**config.mk**
```make
export PLATFORM = sky130hd
export DESIGN_NAME = sci_break_idle_transmit
export DESIGN_NICKNAME = d
export VERILOG_FILES = /design/src/hw/sci_break_pkg.sv /design/src/hw/sci_break_idle_transmit.sv /design/src/hw/tx_fifo.sv
export VERILOG_INCLUDE_DIRS = /design/src /design/src/hw
export SDC_FILE = /design/constraint.sdc
export NUM_CORES = 1
export LEC_CHECK = 0
export BUFFER_PORTS_ARGS = -buffer_cell sky130_fd_sc_hd__buf_2
export CAP_MARGIN = 40
export CORE_MARGIN = 4
export CORE_UTILIZATION = 50
export CTS_CLUSTER_DIAMETER = 100
export DETAILED_ROUTE_END_ITERATION = 6
export HOLD_SLACK_MARGIN = 0.12
export PLACE_DENSITY = 0.66
export SETUP_SLACK_MARGIN = 0.02
export SLEW_MARGIN = 20
export SYNTH_ARGS = -nofsm -noshare
export SYNTH_HDL_FRONTEND = slang
export SYNTH_HIERARCHICAL = 1
export SYNTH_SLANG_ARGS = --single-unit
```
**constraint.sdc**
```tcl
create_clock -name core_clk -period 2.4 [get_ports core_clk]
set_input_delay 0.36 -clock core_clk [delete_from_list [all_inputs] [get_ports core_clk]]
set_output_delay 0.36 -clock core_clk [all_outputs]
set_load 0.005 [all_outputs]
```
**src/hw/sci_break_consts.svh**
```systemverilog
// constants of the break and idle transmitter
// assumes inclusion by bare name from the design files
`ifndef SCI_BREAK_CONSTS_SVH
`define SCI_BREAK_CONSTS_SVH

// data path widths and buffer depth
`define TX_DATA_W        9
`define TX_FIFO_DEPTH    4
`define TX_SHIFT_W       12

// bit times of one character, eight and nine bit words
`define CHAR_BITS_8      4'ha
`define CHAR_BITS_9      4'hb

// line patterns, bit 0 goes out first
`define IDLE_PATTERN     12'h0_fff
`define BREAK_PATTERN_8  12'h0_400
`define BREAK_PATTERN_9  12'h0_800

// reset values
`define SHIFT_RESET      12'h0_fff
`define BITS_RESET       4'h0
`define LINE_RESET       1'h1

`endif

```
**src/hw/sci_break_pkg.sv**
```systemverilog
// types shared by the break and idle transmitter
// assumes the constants header sits beside it
package sci_break_pkg;

	// one-hot transmitter state
	typedef enum logic [1:0]
	{
		ST_READY = 2'b01,
		ST_SEND  = 2'b10
	} tx_state_t;

	// kind of character on the line
	typedef enum logic [1:0]
	{
		KIND_DATA  = 2'b00,
		KIND_BREAK = 2'b01,
		KIND_IDLE  = 2'b10
	} char_kind_t;

endpackage : sci_break_pkg

```
**src/hw/sci_break_idle_transmit.sv**
```systemverilog
// serial transmitter with break and idle line generation
// assumes a one-cycle baud tick per bit time from an outside divider,
// inputs synchronous to core_clk
//
// Notes on behaviour
// - set-then-clear of break request sends one break
// - break is 10 or 11 bits, never doubled
// - held break request repeats breaks, finishes current
// - tx_on off then on queues an idle line
// - break after idle follows it, exact length
`timescale 1ns/100ps
`include "sci_break_consts.svh"
module sci_break_idle_transmit
	import sci_break_pkg::*;
(
	input  wire logic                  core_clk,
	input  wire logic                  rst,
	input  wire logic                  clkEn,
	input  wire logic                  tx_on,
	input  wire logic                  break_request,
	input  wire logic                  nine_bit_mode,
	input  wire logic                  baudTick,
	input  wire logic [`TX_DATA_W-1:0] wrData,
	input  wire logic                  wrValid,
	output wire logic                  wrReady,
	output wire logic                  txLine,
	output wire logic                  txBusy,
	output wire logic                  sendingBreak
);
	tx_state_t             state;
	char_kind_t            kind;
	logic [`TX_SHIFT_W-1:0] shifter;
	logic [3:0]            bitsLeft;
	logic                  lineOut;
	logic                  idlePending;
	logic                  breakPending;
	logic                  prevTxOn;
	logic                  prevBreak;

	wire [`TX_DATA_W-1:0]  fifoData;
	wire                   fifoValid;
	wire                   fifoPop;

	// ************************************************
	// data buffer
	// ************************************************
	tx_fifo #(
		.WIDTH (`TX_DATA_W),
		.DEPTH (`TX_FIFO_DEPTH)
	) u_fifo (
		.core_clk (core_clk),
		.rst      (rst),
		.clkEn    (clkEn),
		.inData   (wrData),
		.inValid  (wrValid),
		.inReady  (wrReady),
		.outData  (fifoData),
		.outValid (fifoValid),
		.outReady (fifoPop)
	);

	// bit times of one character for the word size
	function automatic logic [3:0] charBits(input logic nine);
		charBits = nine ? `CHAR_BITS_9 : `CHAR_BITS_8;
	endfunction : charBits

	// ************************************************
	// launch decisions
	// ************************************************
	// a character starts only on a tick, so every bit is one full baud period
	// edges of the software control bits
	wire       txOnRise   = tx_on & ~prevTxOn;
	wire       breakRise  = break_request & ~prevBreak;

	// an enable edge on a tick already beats any data waiting in the buffer
	wire       slot       = baudTick & ((state == ST_READY) | (bitsLeft == 4'h0));
	wire       idleWant   = idlePending | txOnRise;
	wire       breakWant  = breakPending | break_request;
	wire       startIdle  = slot & tx_on & idleWant;
	wire       startBreak = slot & tx_on & ~idleWant & breakWant;
	wire       startData  = slot & tx_on & ~idleWant & ~breakWant & fifoValid;
	wire       launch     = startIdle | startBreak | startData;
	wire [3:0] charLen    = charBits(nine_bit_mode);

	assign fifoPop = startData & clkEn;

	// ************************************************
	// character patterns
	// ************************************************
	// start bit, data lsb first, stop bit, spare ones above
	wire [`TX_SHIFT_W-1:0] dataPattern  = nine_bit_mode ?
		{2'b11, fifoData, 1'b0} : {3'b111, fifoData[7:0], 1'b0};
	// break of charLen space bits then one mark stop bit
	wire [`TX_SHIFT_W-1:0] breakPattern = nine_bit_mode ?
		`BREAK_PATTERN_9 : `BREAK_PATTERN_8;
	wire [`TX_SHIFT_W-1:0] next_pattern = startIdle ? `IDLE_PATTERN :
		(startBreak ? breakPattern : dataPattern);
	// remaining ticks after the first bit; break carries its stop bit
	wire [3:0]             next_bits    = startBreak ? charLen : 4'(charLen - 4'h1);
	wire char_kind_t       next_kind    = startIdle ? KIND_IDLE :
		(startBreak ? KIND_BREAK : KIND_DATA);

	// ************************************************
	// transmit sequencer
	// ************************************************
	always_ff @(posedge core_clk)
	begin
		if (rst)
		begin
			state    <= ST_READY;
			kind     <= KIND_DATA;
			shifter  <= `SHIFT_RESET;
			bitsLeft <= `BITS_RESET;
			lineOut  <= `LINE_RESET;
		end
		else if (clkEn)
		begin
			case (state)
				ST_READY:
				begin
					if (launch)
					begin
						state    <= ST_SEND;
						kind     <= next_kind;
						shifter  <= next_pattern;
						bitsLeft <= next_bits;
						lineOut  <= next_pattern[0];
					end
					else
						lineOut  <= 1'b1;
				end
				ST_SEND:
				begin
					if (launch)
					begin
						// back to back: next character on the same tick
						kind     <= next_kind;
						shifter  <= next_pattern;
						bitsLeft <= next_bits;
						lineOut  <= next_pattern[0];
					end
					else if (slot)
					begin
						state    <= ST_READY;
						kind     <= KIND_DATA;
						lineOut  <= 1'b1;
					end
					else if (baudTick)
					begin
						shifter  <= {1'b1, shifter[`TX_SHIFT_W-1:1]};
						bitsLeft <= 4'(bitsLeft - 4'h1);
						lineOut  <= shifter[1];
					end
				end
				default:
				begin
					state   <= ST_READY;
					lineOut <= 1'b1;
				end
			endcase
		end
	end

	// ************************************************
	// request latches
	// ************************************************
	// the launch clear wins over a new edge; an edge taken by this very launch is used up
	always_ff @(posedge core_clk)
	begin
		if (rst)
		begin
			idlePending  <= 1'b0;
			breakPending <= 1'b0;
			prevTxOn     <= 1'b0;
			prevBreak    <= 1'b0;
		end
		else if (clkEn)
		begin
			prevTxOn     <= tx_on;
			prevBreak    <= break_request;
			idlePending  <= idleWant & ~startIdle;
			breakPending <= (breakRise & ~startBreak) | (breakPending & ~startBreak);
		end
	end

	assign txLine       = lineOut;
	assign txBusy       = (state == ST_SEND);
	assign sendingBreak = (state == ST_SEND) && (kind == KIND_BREAK);

	// ************************************************
	// checks
	// ************************************************
	// count of finished baud periods with the line at space
	logic [4:0] lowRun;
	always_ff @(posedge core_clk)
	begin
		if (rst)
			lowRun <= 5'h00;
		else if (clkEn && baudTick)
			lowRun <= lineOut ? 5'h00 : 5'(lowRun + 5'h01);
	end

	a_break_single: assert property (@(posedge core_clk) disable iff (rst)
		clkEn && breakRise && !startBreak |=> breakPending)
		else $error("break request edge not latched");

	a_break_length: assert property (@(posedge core_clk) disable iff (rst)
		lowRun <= {1'b0, charBits(nine_bit_mode)})
		else $error("space run longer than one break");

	a_break_stop: assert property (@(posedge core_clk) disable iff (rst)
		clkEn && sendingBreak && baudTick && bitsLeft == 4'h1 && !launch |=> lineOut)
		else $error("break not closed by a mark bit");

	a_break_repeat: assert property (@(posedge core_clk) disable iff (rst)
		clkEn && slot && tx_on && !idleWant && break_request |=> sendingBreak && !lineOut)
		else $error("held break request did not repeat");

	a_idle_queue: assert property (@(posedge core_clk) disable iff (rst)
		clkEn && txOnRise && !startIdle |=> idlePending)
		else $error("enable toggle did not queue idle");

	a_idle_first: assert property (@(posedge core_clk) disable iff (rst)
		clkEn && slot && tx_on && idleWant |-> !fifoPop ##1 (txBusy && kind == KIND_IDLE))
		else $error("idle line not sent before other work");

	a_idle_mark: assert property (@(posedge core_clk) disable iff (rst)
		txBusy && kind == KIND_IDLE |-> lineOut && !sendingBreak)
		else $error("idle line shows space");

endmodule : sci_break_idle_transmit

```
**src/hw/tx_fifo.sv**
```systemverilog
// small flip-flop FIFO with valid and ready on both sides
// assumes one clock, synchronous active-high reset, clock enable
`timescale 1ns/100ps
module tx_fifo #(
	parameter int WIDTH = 9,
	parameter int DEPTH = 4
) (
	input  wire logic             core_clk,
	input  wire logic             rst,
	input  wire logic             clkEn,
	input  wire logic [WIDTH-1:0] inData,
	input  wire logic             inValid,
	output wire logic             inReady,
	output wire logic [WIDTH-1:0] outData,
	output wire logic             outValid,
	input  wire logic             outReady
);
	localparam int PW = (DEPTH > 1) ? $clog2(DEPTH) : 1;
	localparam int CW = $clog2(DEPTH + 1);
	localparam logic [CW-1:0] FULL_COUNT = CW'(DEPTH);
	localparam logic [PW-1:0] LAST_SLOT  = PW'(DEPTH - 1);

	logic [WIDTH-1:0] store [DEPTH];
	logic [PW-1:0]    wrPtr;
	logic [PW-1:0]    rdPtr;
	logic [CW-1:0]    count;

	// ************************************************
	// handshake terms
	// ************************************************
	wire push = inValid & inReady;
	wire pop  = outValid & outReady;

	assign inReady  = (count != FULL_COUNT);
	assign outValid = (count != '0);
	assign outData  = store[rdPtr];

	// wrap a pointer at the last slot
	function automatic logic [PW-1:0] bump(input logic [PW-1:0] p);
		bump = (p == LAST_SLOT) ? '0 : PW'(p + 1'b1);
	endfunction : bump

	// pointers and fill level
	always_ff @(posedge core_clk)
	begin
		if (rst)
		begin
			wrPtr <= '0;
			rdPtr <= '0;
			count <= '0;
		end
		else if (clkEn)
		begin
			if (push)
				wrPtr <= bump(wrPtr);
			if (pop)
				rdPtr <= bump(rdPtr);
			if (push != pop)
				count <= push ? CW'(count + 1'b1) : CW'(count - 1'b1);
		end
	end

	// storage write
	always_ff @(posedge core_clk)
	begin
		if (clkEn && push)
			store[wrPtr] <= inData;
	end

endmodule : tx_fifo

```
==> results of run 1 <==
==> per-layer routing <==
layer | vias to the layer above | wire, um | global-route usage [%]
met5 | - | 0 | 0
met4 | 0 | 109 | 7.810
met3 | 10 | 212 | 3.951
met2 | 34 | 2692 | 25.34
met1 | 1017 | 2877 | 24.70
li1 | 1053 | - | -
==> cell type report <==
| type | instances | area [um^2] |
|---|---|---|
| clock buffer | 9 | 123.9 |
| clock inverter | 7 | 65.06 |
| fill | 503 | 2479 |
| inverter | 12 | 45.04 |
| multi-input combinational | 171 | 1351 |
| sequential | 69 | 1743 |
| tap | 75 | 93.84 |
| timing repair buffer | 28 | 160.2 |
==> placed cells by master (no fill, tap or decap), types with 3 or more instances in the layout <==
cell type | Yosys | routed
nor2_1 | 12 | 12
nand2b_1 | 4 | 4
xnor2_1 | 3 | 3
edfxtp_1 | 36 | 36
buf_2 | 5 | 20
buf_4 | 1 | 8
mux2i_1 | 6 | 6
o211ai_1 | 3 | 3
and2_1 | 6 | 6
mux4_2 | 9 | 9
nand2_1 | 10 | 10
ha_1 | 12 | 12
o21ai_1 | 14 | 15
nor3_1 | 5 | 4
a211oi_1 | 3 | 3
dfxtp_1 | 33 | 32
nor2b_1 | 3 | 3
o22ai_1 | 10 | 10
clkbuf_8 | 0 | 9
inv_1 | 11 | 11
or3_1 | 7 | 7
a21oi_1 | 23 | 23
==> sequential cells by signal (all words and copies together) (netlist names), named ones only <==
register      flops
u_fifo/store     36
shifter          11
bitsLeft          4
u_fifo/count      3
kind              2
state             2
u_fifo/rdPtr      2
u_fifo/wrPtr      2
breakPending      1
idlePending       1
prevBreak         1
prevTxOn          1
txLine            1
==> logic make-up (layout without fill, tap and decap cells) <==
| logic type | Yosys count | count (layout) | synth area share [%] |
|---|---|---|---|
| AOI/OAI and AO/OA | 76 | 76 | 15.29 |
| xor gates and xnor gates | 4 | 4 | 1.098 |
| adders and majority gates | 12 | 12 | 4.704 |
| buffers and inverters | 26 | 56 | 3.645 |
| DFF | 69 | 69 | 54.57 |
| muxes | 16 | 16 | 8.702 |
| and+or+nand+nor | 63 | 63 | 12.00 |
==> worst max-delay path, cell delays in order, from the launching register on <==
cell	delay, ns
dfxtp_1	0.36
inv_1	0.06
ha_1	0.20
nor3b_4	0.16
o211ai_1	0.34
nor3_2	0.09
and3_4	0.21
o211a_1	0.14
a211oi_4	0.28
nor2_1	0.07
a211oi_1	0.20
==> per-stage QoR <==
step                      instances  hold slack (ns)  total power [mW]  setup slack (ns)  area (um^2)
after floorplan                 266           0.4291             1.520            0.3066         3192
after global placement          355           0.4602             1.593            0.2467         3374
after detailed placement        355           0.4648             1.599            0.2021         3374
after CTS                       371           0.2074             2.504            0.1578         3563
after global routing            371           0.2088             2.604           0.01832         3582
final                           371           0.2204             2.477            0.2075         3582
==> path summary, 6_finish.rpt <==
check / start / to / cells after the start
worst max-delay path: bitsLeft[1] / u_fifo/count[2] / 10
worst max register to register: bitsLeft[1] / u_fifo/count[2] / 10
worst min register to register: kind[1] / kind[1] / 2
worst min-delay path: wrData[4] / u_fifo/store[2][4] / 1
==> report_power, final <==
group          internal, mW  switching (mW)
combinational         0.117           0.148
clock                 0.400           0.500
sequential             1.28          0.0311
==> metrics.csv, run 1 <==
metric,value,unit
diode count,0,
CTS tree,yes,
CP startpoint kind,register,
Syn Area/Cell,12.00,um^2
worst slew pin tran,0.6140,ns
DRC viols,0,
number of max-cap violations,0,
first-pass GRT wire length,10140,um
CTS Sinks,69,
maximum clock rate,456.1,MHz
Final Skew,0.01054,ns
Gate Count Post-Synth,266,
Top Ports,21,
"top cells by area, synth","edfxtp_1 (34%), dfxtp_1 (21%), mux4_2 (6.4%)",
Initial Utilization,52.66,%
post-synth top area cell,edfxtp_1,
Tcrit/Tclk final,91.36,%
vias in the first global route,2035,
CTS Hold Bufs,0,
largest net degree at the start of global routing,35,
"flops & latches, synth",69,
worst skew pair latency,0.35,ns
post-route ant nets,0,
top-count cell post-synth,edfxtp_1,
Synth top area share,33.87,%
overall routed net length,5891,um
Bufs on Longest Clock Path,2,
P&R area growth vs syn,12.23,%
layout cell share with drive strength beyond 1,23.65,%
unrepaired setup endpoints after global routing,no,
RD Place Congestion,0.7988,
crit-path max FO,4,
Cell Pwr Density,691.6,nW/um^2
worst endpoint data arrival time,2.45,ns
Die Ht,87.90,um
routed len/inst,15.88,um
Port Buffers,20,
fin util,59.10,%
crit path time final,2.193,ns
1st-iter DRT viols,112,
setup TNS,0,ns
CTS resizes,0,
initial antenna violation count,0,
worst ir drop on vdd,0.5211,mV
Leak,1.298,nW
Synth Warn #,6,
"Clk pin slew, worst setup/hold paths",0.09,ns
Post-synth top cells,"edfxtp_1 (36), dfxtp_1 (33), a21oi_1 (23)",
register area share after synthesis,54.57,%
Async SR Flop Fraction,0,%
Vias/cell,5.698,
Slew headroom,59.07,%
Congestion Overflow GR,0,
HP Class,primary input to register,
crit end category,register,
top_reg_cell synth,edfxtp_1,
CORE AREA,6061,um^2
Final Hold Fails,0,
clock root cell,clkbuf_8,
WS Path Type,register to register,
Post-CTS Setup Repair Bufs,0,
H-Tree Depth,3,
Crit path required time,2.66,ns
gr usage total,17.36,%
Unique masters post-synth,57,
DIE AREA,7726,um^2
outcome,"finished, final reports clean",
Final Max Tran Viols,0,
1st-pass router iterations,4,
post-DP HPWL,4107,um
Post-synth EDFFs,36,
nets,320,
clock buffer count from CTS,9,
synthesized cell area,3192,um^2
die width,87.90,um
Syn Nets,295,
FP Rows,28,
via count,2114,
"setup slack, reg-to-reg",0.21,ns
final setup violation count,0,
Power figures use the tool's default switching activity.
==> inputs of run 2 (changes only) <==
Settings changed: CORE_MARGIN 4 to 8.
==> metrics.csv, run 2 (synthesis results as in run 1) <==
metric,value,unit,change
"slowest stage cell, crit path",dfxtp_1,,
setup ws final,0.1921,ns,-0.01540 ns
Bufs on Longest Clock Path,2,,unchanged
diode count,0,,unchanged
Final Skew,0.007351,ns,-0.003194 ns
Final Hold Fails,0,,unchanged
via count,2114,,unchanged
Bufs and invs on worst path,1,,unchanged
number of max-cap violations,0,,unchanged
HP Class,primary input to register,,
Initial Utilization,50.85,%,-1.8 points
Tcrit/Tclk final,92.00,%,+0.64 points
worst skew pair latency,0.34,ns,about the same
clock buffer count from CTS,9,,unchanged
CP startpoint kind,register,,
CTS Sinks,69,,unchanged
post-DP HPWL,4104,um,about the same
crit path time final,2.208,ns,+0.01540 ns
1st-pass router iterations,4,,unchanged
fin util,57.03,%,-2.1 points
post-route ant nets,0,,unchanged
overall routed net length,5753,um,-2.3%
Final Max Tran Viols,0,,unchanged
Cell Pwr Density,678.2,nW/um^2,-1.9%
RD Place Congestion,0.7837,,-1.9%
maximum clock rate,452.9,MHz,-0.70%
largest net degree at the start of global routing,35,,unchanged
worst slew pin tran,0.6320,ns,+0.01801 ns
placed insts,358,,+0.85%
initial antenna violation count,0,,unchanged
max reg flops,36,,unchanged
Multi-input gate area,1346,um^2,-0.37%
CORE AREA,6277,um^2,+3.6%
Crit path max-delay family,compound AO/OA/AOI/OAI gates,,
crit end category,register,,
Port Buffers,20,,unchanged
setup TNS,0,ns,unchanged
Slew headroom,57.86,%,-1.2 points
worst endpoint data arrival time,2.46,ns,about the same
gr usage total,13.72,%,-3.6 points
CTS resizes,0,,unchanged
1st-iter DRT viols,92,,-18%
Top Ports,21,,unchanged
P&R area growth vs syn,12.15,%,about the same
FP Rows,29,,+3.6%
Final Instance Area,3580,um^2,about the same
worst ir drop on vdd,0.4140,mV,-21%
post-place setup slack,0.1901,ns,-0.01203 ns
Slowest Stage Delay on Critical Path,0.37,ns,about the same
DRC viols,0,,unchanged
Congestion Overflow GR,0,,unchanged
register area,1742,um^2,about the same
Die Ht,95.90,um,+9.1%
layout cell share with drive strength beyond 1,23.23,%,-0.42 points
hold slack,0.2367,ns,+0.01636 ns
Crit path required time,2.66,ns,about the same
Largest regs,"u_fifo/store (36), shifter (11), bitsLeft (4)",,
die width,95.90,um,+9.1%
final non-filler cell total,374,,+0.81%
worst-path cell chain,inv_1 -> ha_1 -> nor3b_4 -> o211ai_1 -> nor3_2 -> and3_1 -> o211a_1 -> a211oi_4 -> nor2_1 -> a211oi_1,,
unrepaired setup endpoints after global routing,no,,
Fillers,537,,+6.8%
routed len/inst,15.38,um,-3.1%
clock root cell,clkbuf_8,,
total power,2.428,mW,-2.0%
final setup violation count,0,,unchanged
Vias/cell,5.652,,-0.80%
Largest Register,u_fifo/store,,
"most common cell after layout, fill and taps aside",edfxtp_1,,
most frequent cells in the layout,"edfxtp_1 (36), dfxtp_1 (33), a21oi_1 (23)",,
nets,321,,+0.31%
H-Tree Depth,3,,unchanged
Leak,1.302,nW,+0.32%
CTS tree,yes,,
CTS Hold Bufs,0,,unchanged
"Clk pin slew, worst setup/hold paths",0.08,ns,about the same
first-pass GRT wire length,9722,um,-4.1%
Post-CTS Setup Repair Bufs,0,,unchanged
outcome,"finished, final reports clean",,
Area after DPL,3385,um^2,+0.30%
WS Path Type,register to register,,
DIE AREA,9196,um^2,+19%
crit-path max FO,4,,unchanged
vias in the first global route,2031,,-0.20%
-- run 2: final timing paths --
| path | start | endpoint | depth (start not counted) | slack, ns |
|---|---|---|---|---|
| setup reg to reg | bitsLeft[0] | u_fifo/count[2] | 10 | 0.19 |
| hold reg to reg | kind[1] | kind[1] | 2 | 0.48 |
| setup / recovery | bitsLeft[0] | u_fifo/count[2] | 10 | 0.19 |
| hold / removal | wrData[3] | u_fifo/store[2][3] | 1 | 0.24 |
-- run 2: metal layers --
metal,global-route usage (%),vias to the layer above,share of wire (%)
met5,0,-,0
met4,4.994,0,0.76
met3,3.588,6,3.5
met2,21.60,29,47
met1,17.83,1021,48
li1,-,1058,-
-- run 2: area by class of cell --
| class | instances | share of cell area (%) |
|---|---|---|
| clock inverters | 7 | 1.643 |
| inverters | 12 | 1.258 |
| clock buffers | 9 | 3.460 |
| well taps | 77 | 2.691 |
| multi-input cells | 171 | 37.61 |
| flip-flops and latches | 69 | 48.65 |
| repair buffers | 29 | 4.684 |
-- run 2: report_power, final --
group / internal (mW) / switching [mW] / total (mW)
Combinational: 0.118 / 0.146 / 0.264
Sequential: 1.28 / 0.0305 / 1.31
Clock: 0.390 / 0.461 / 0.851
Total: 1.79 / 0.637 / 2.43
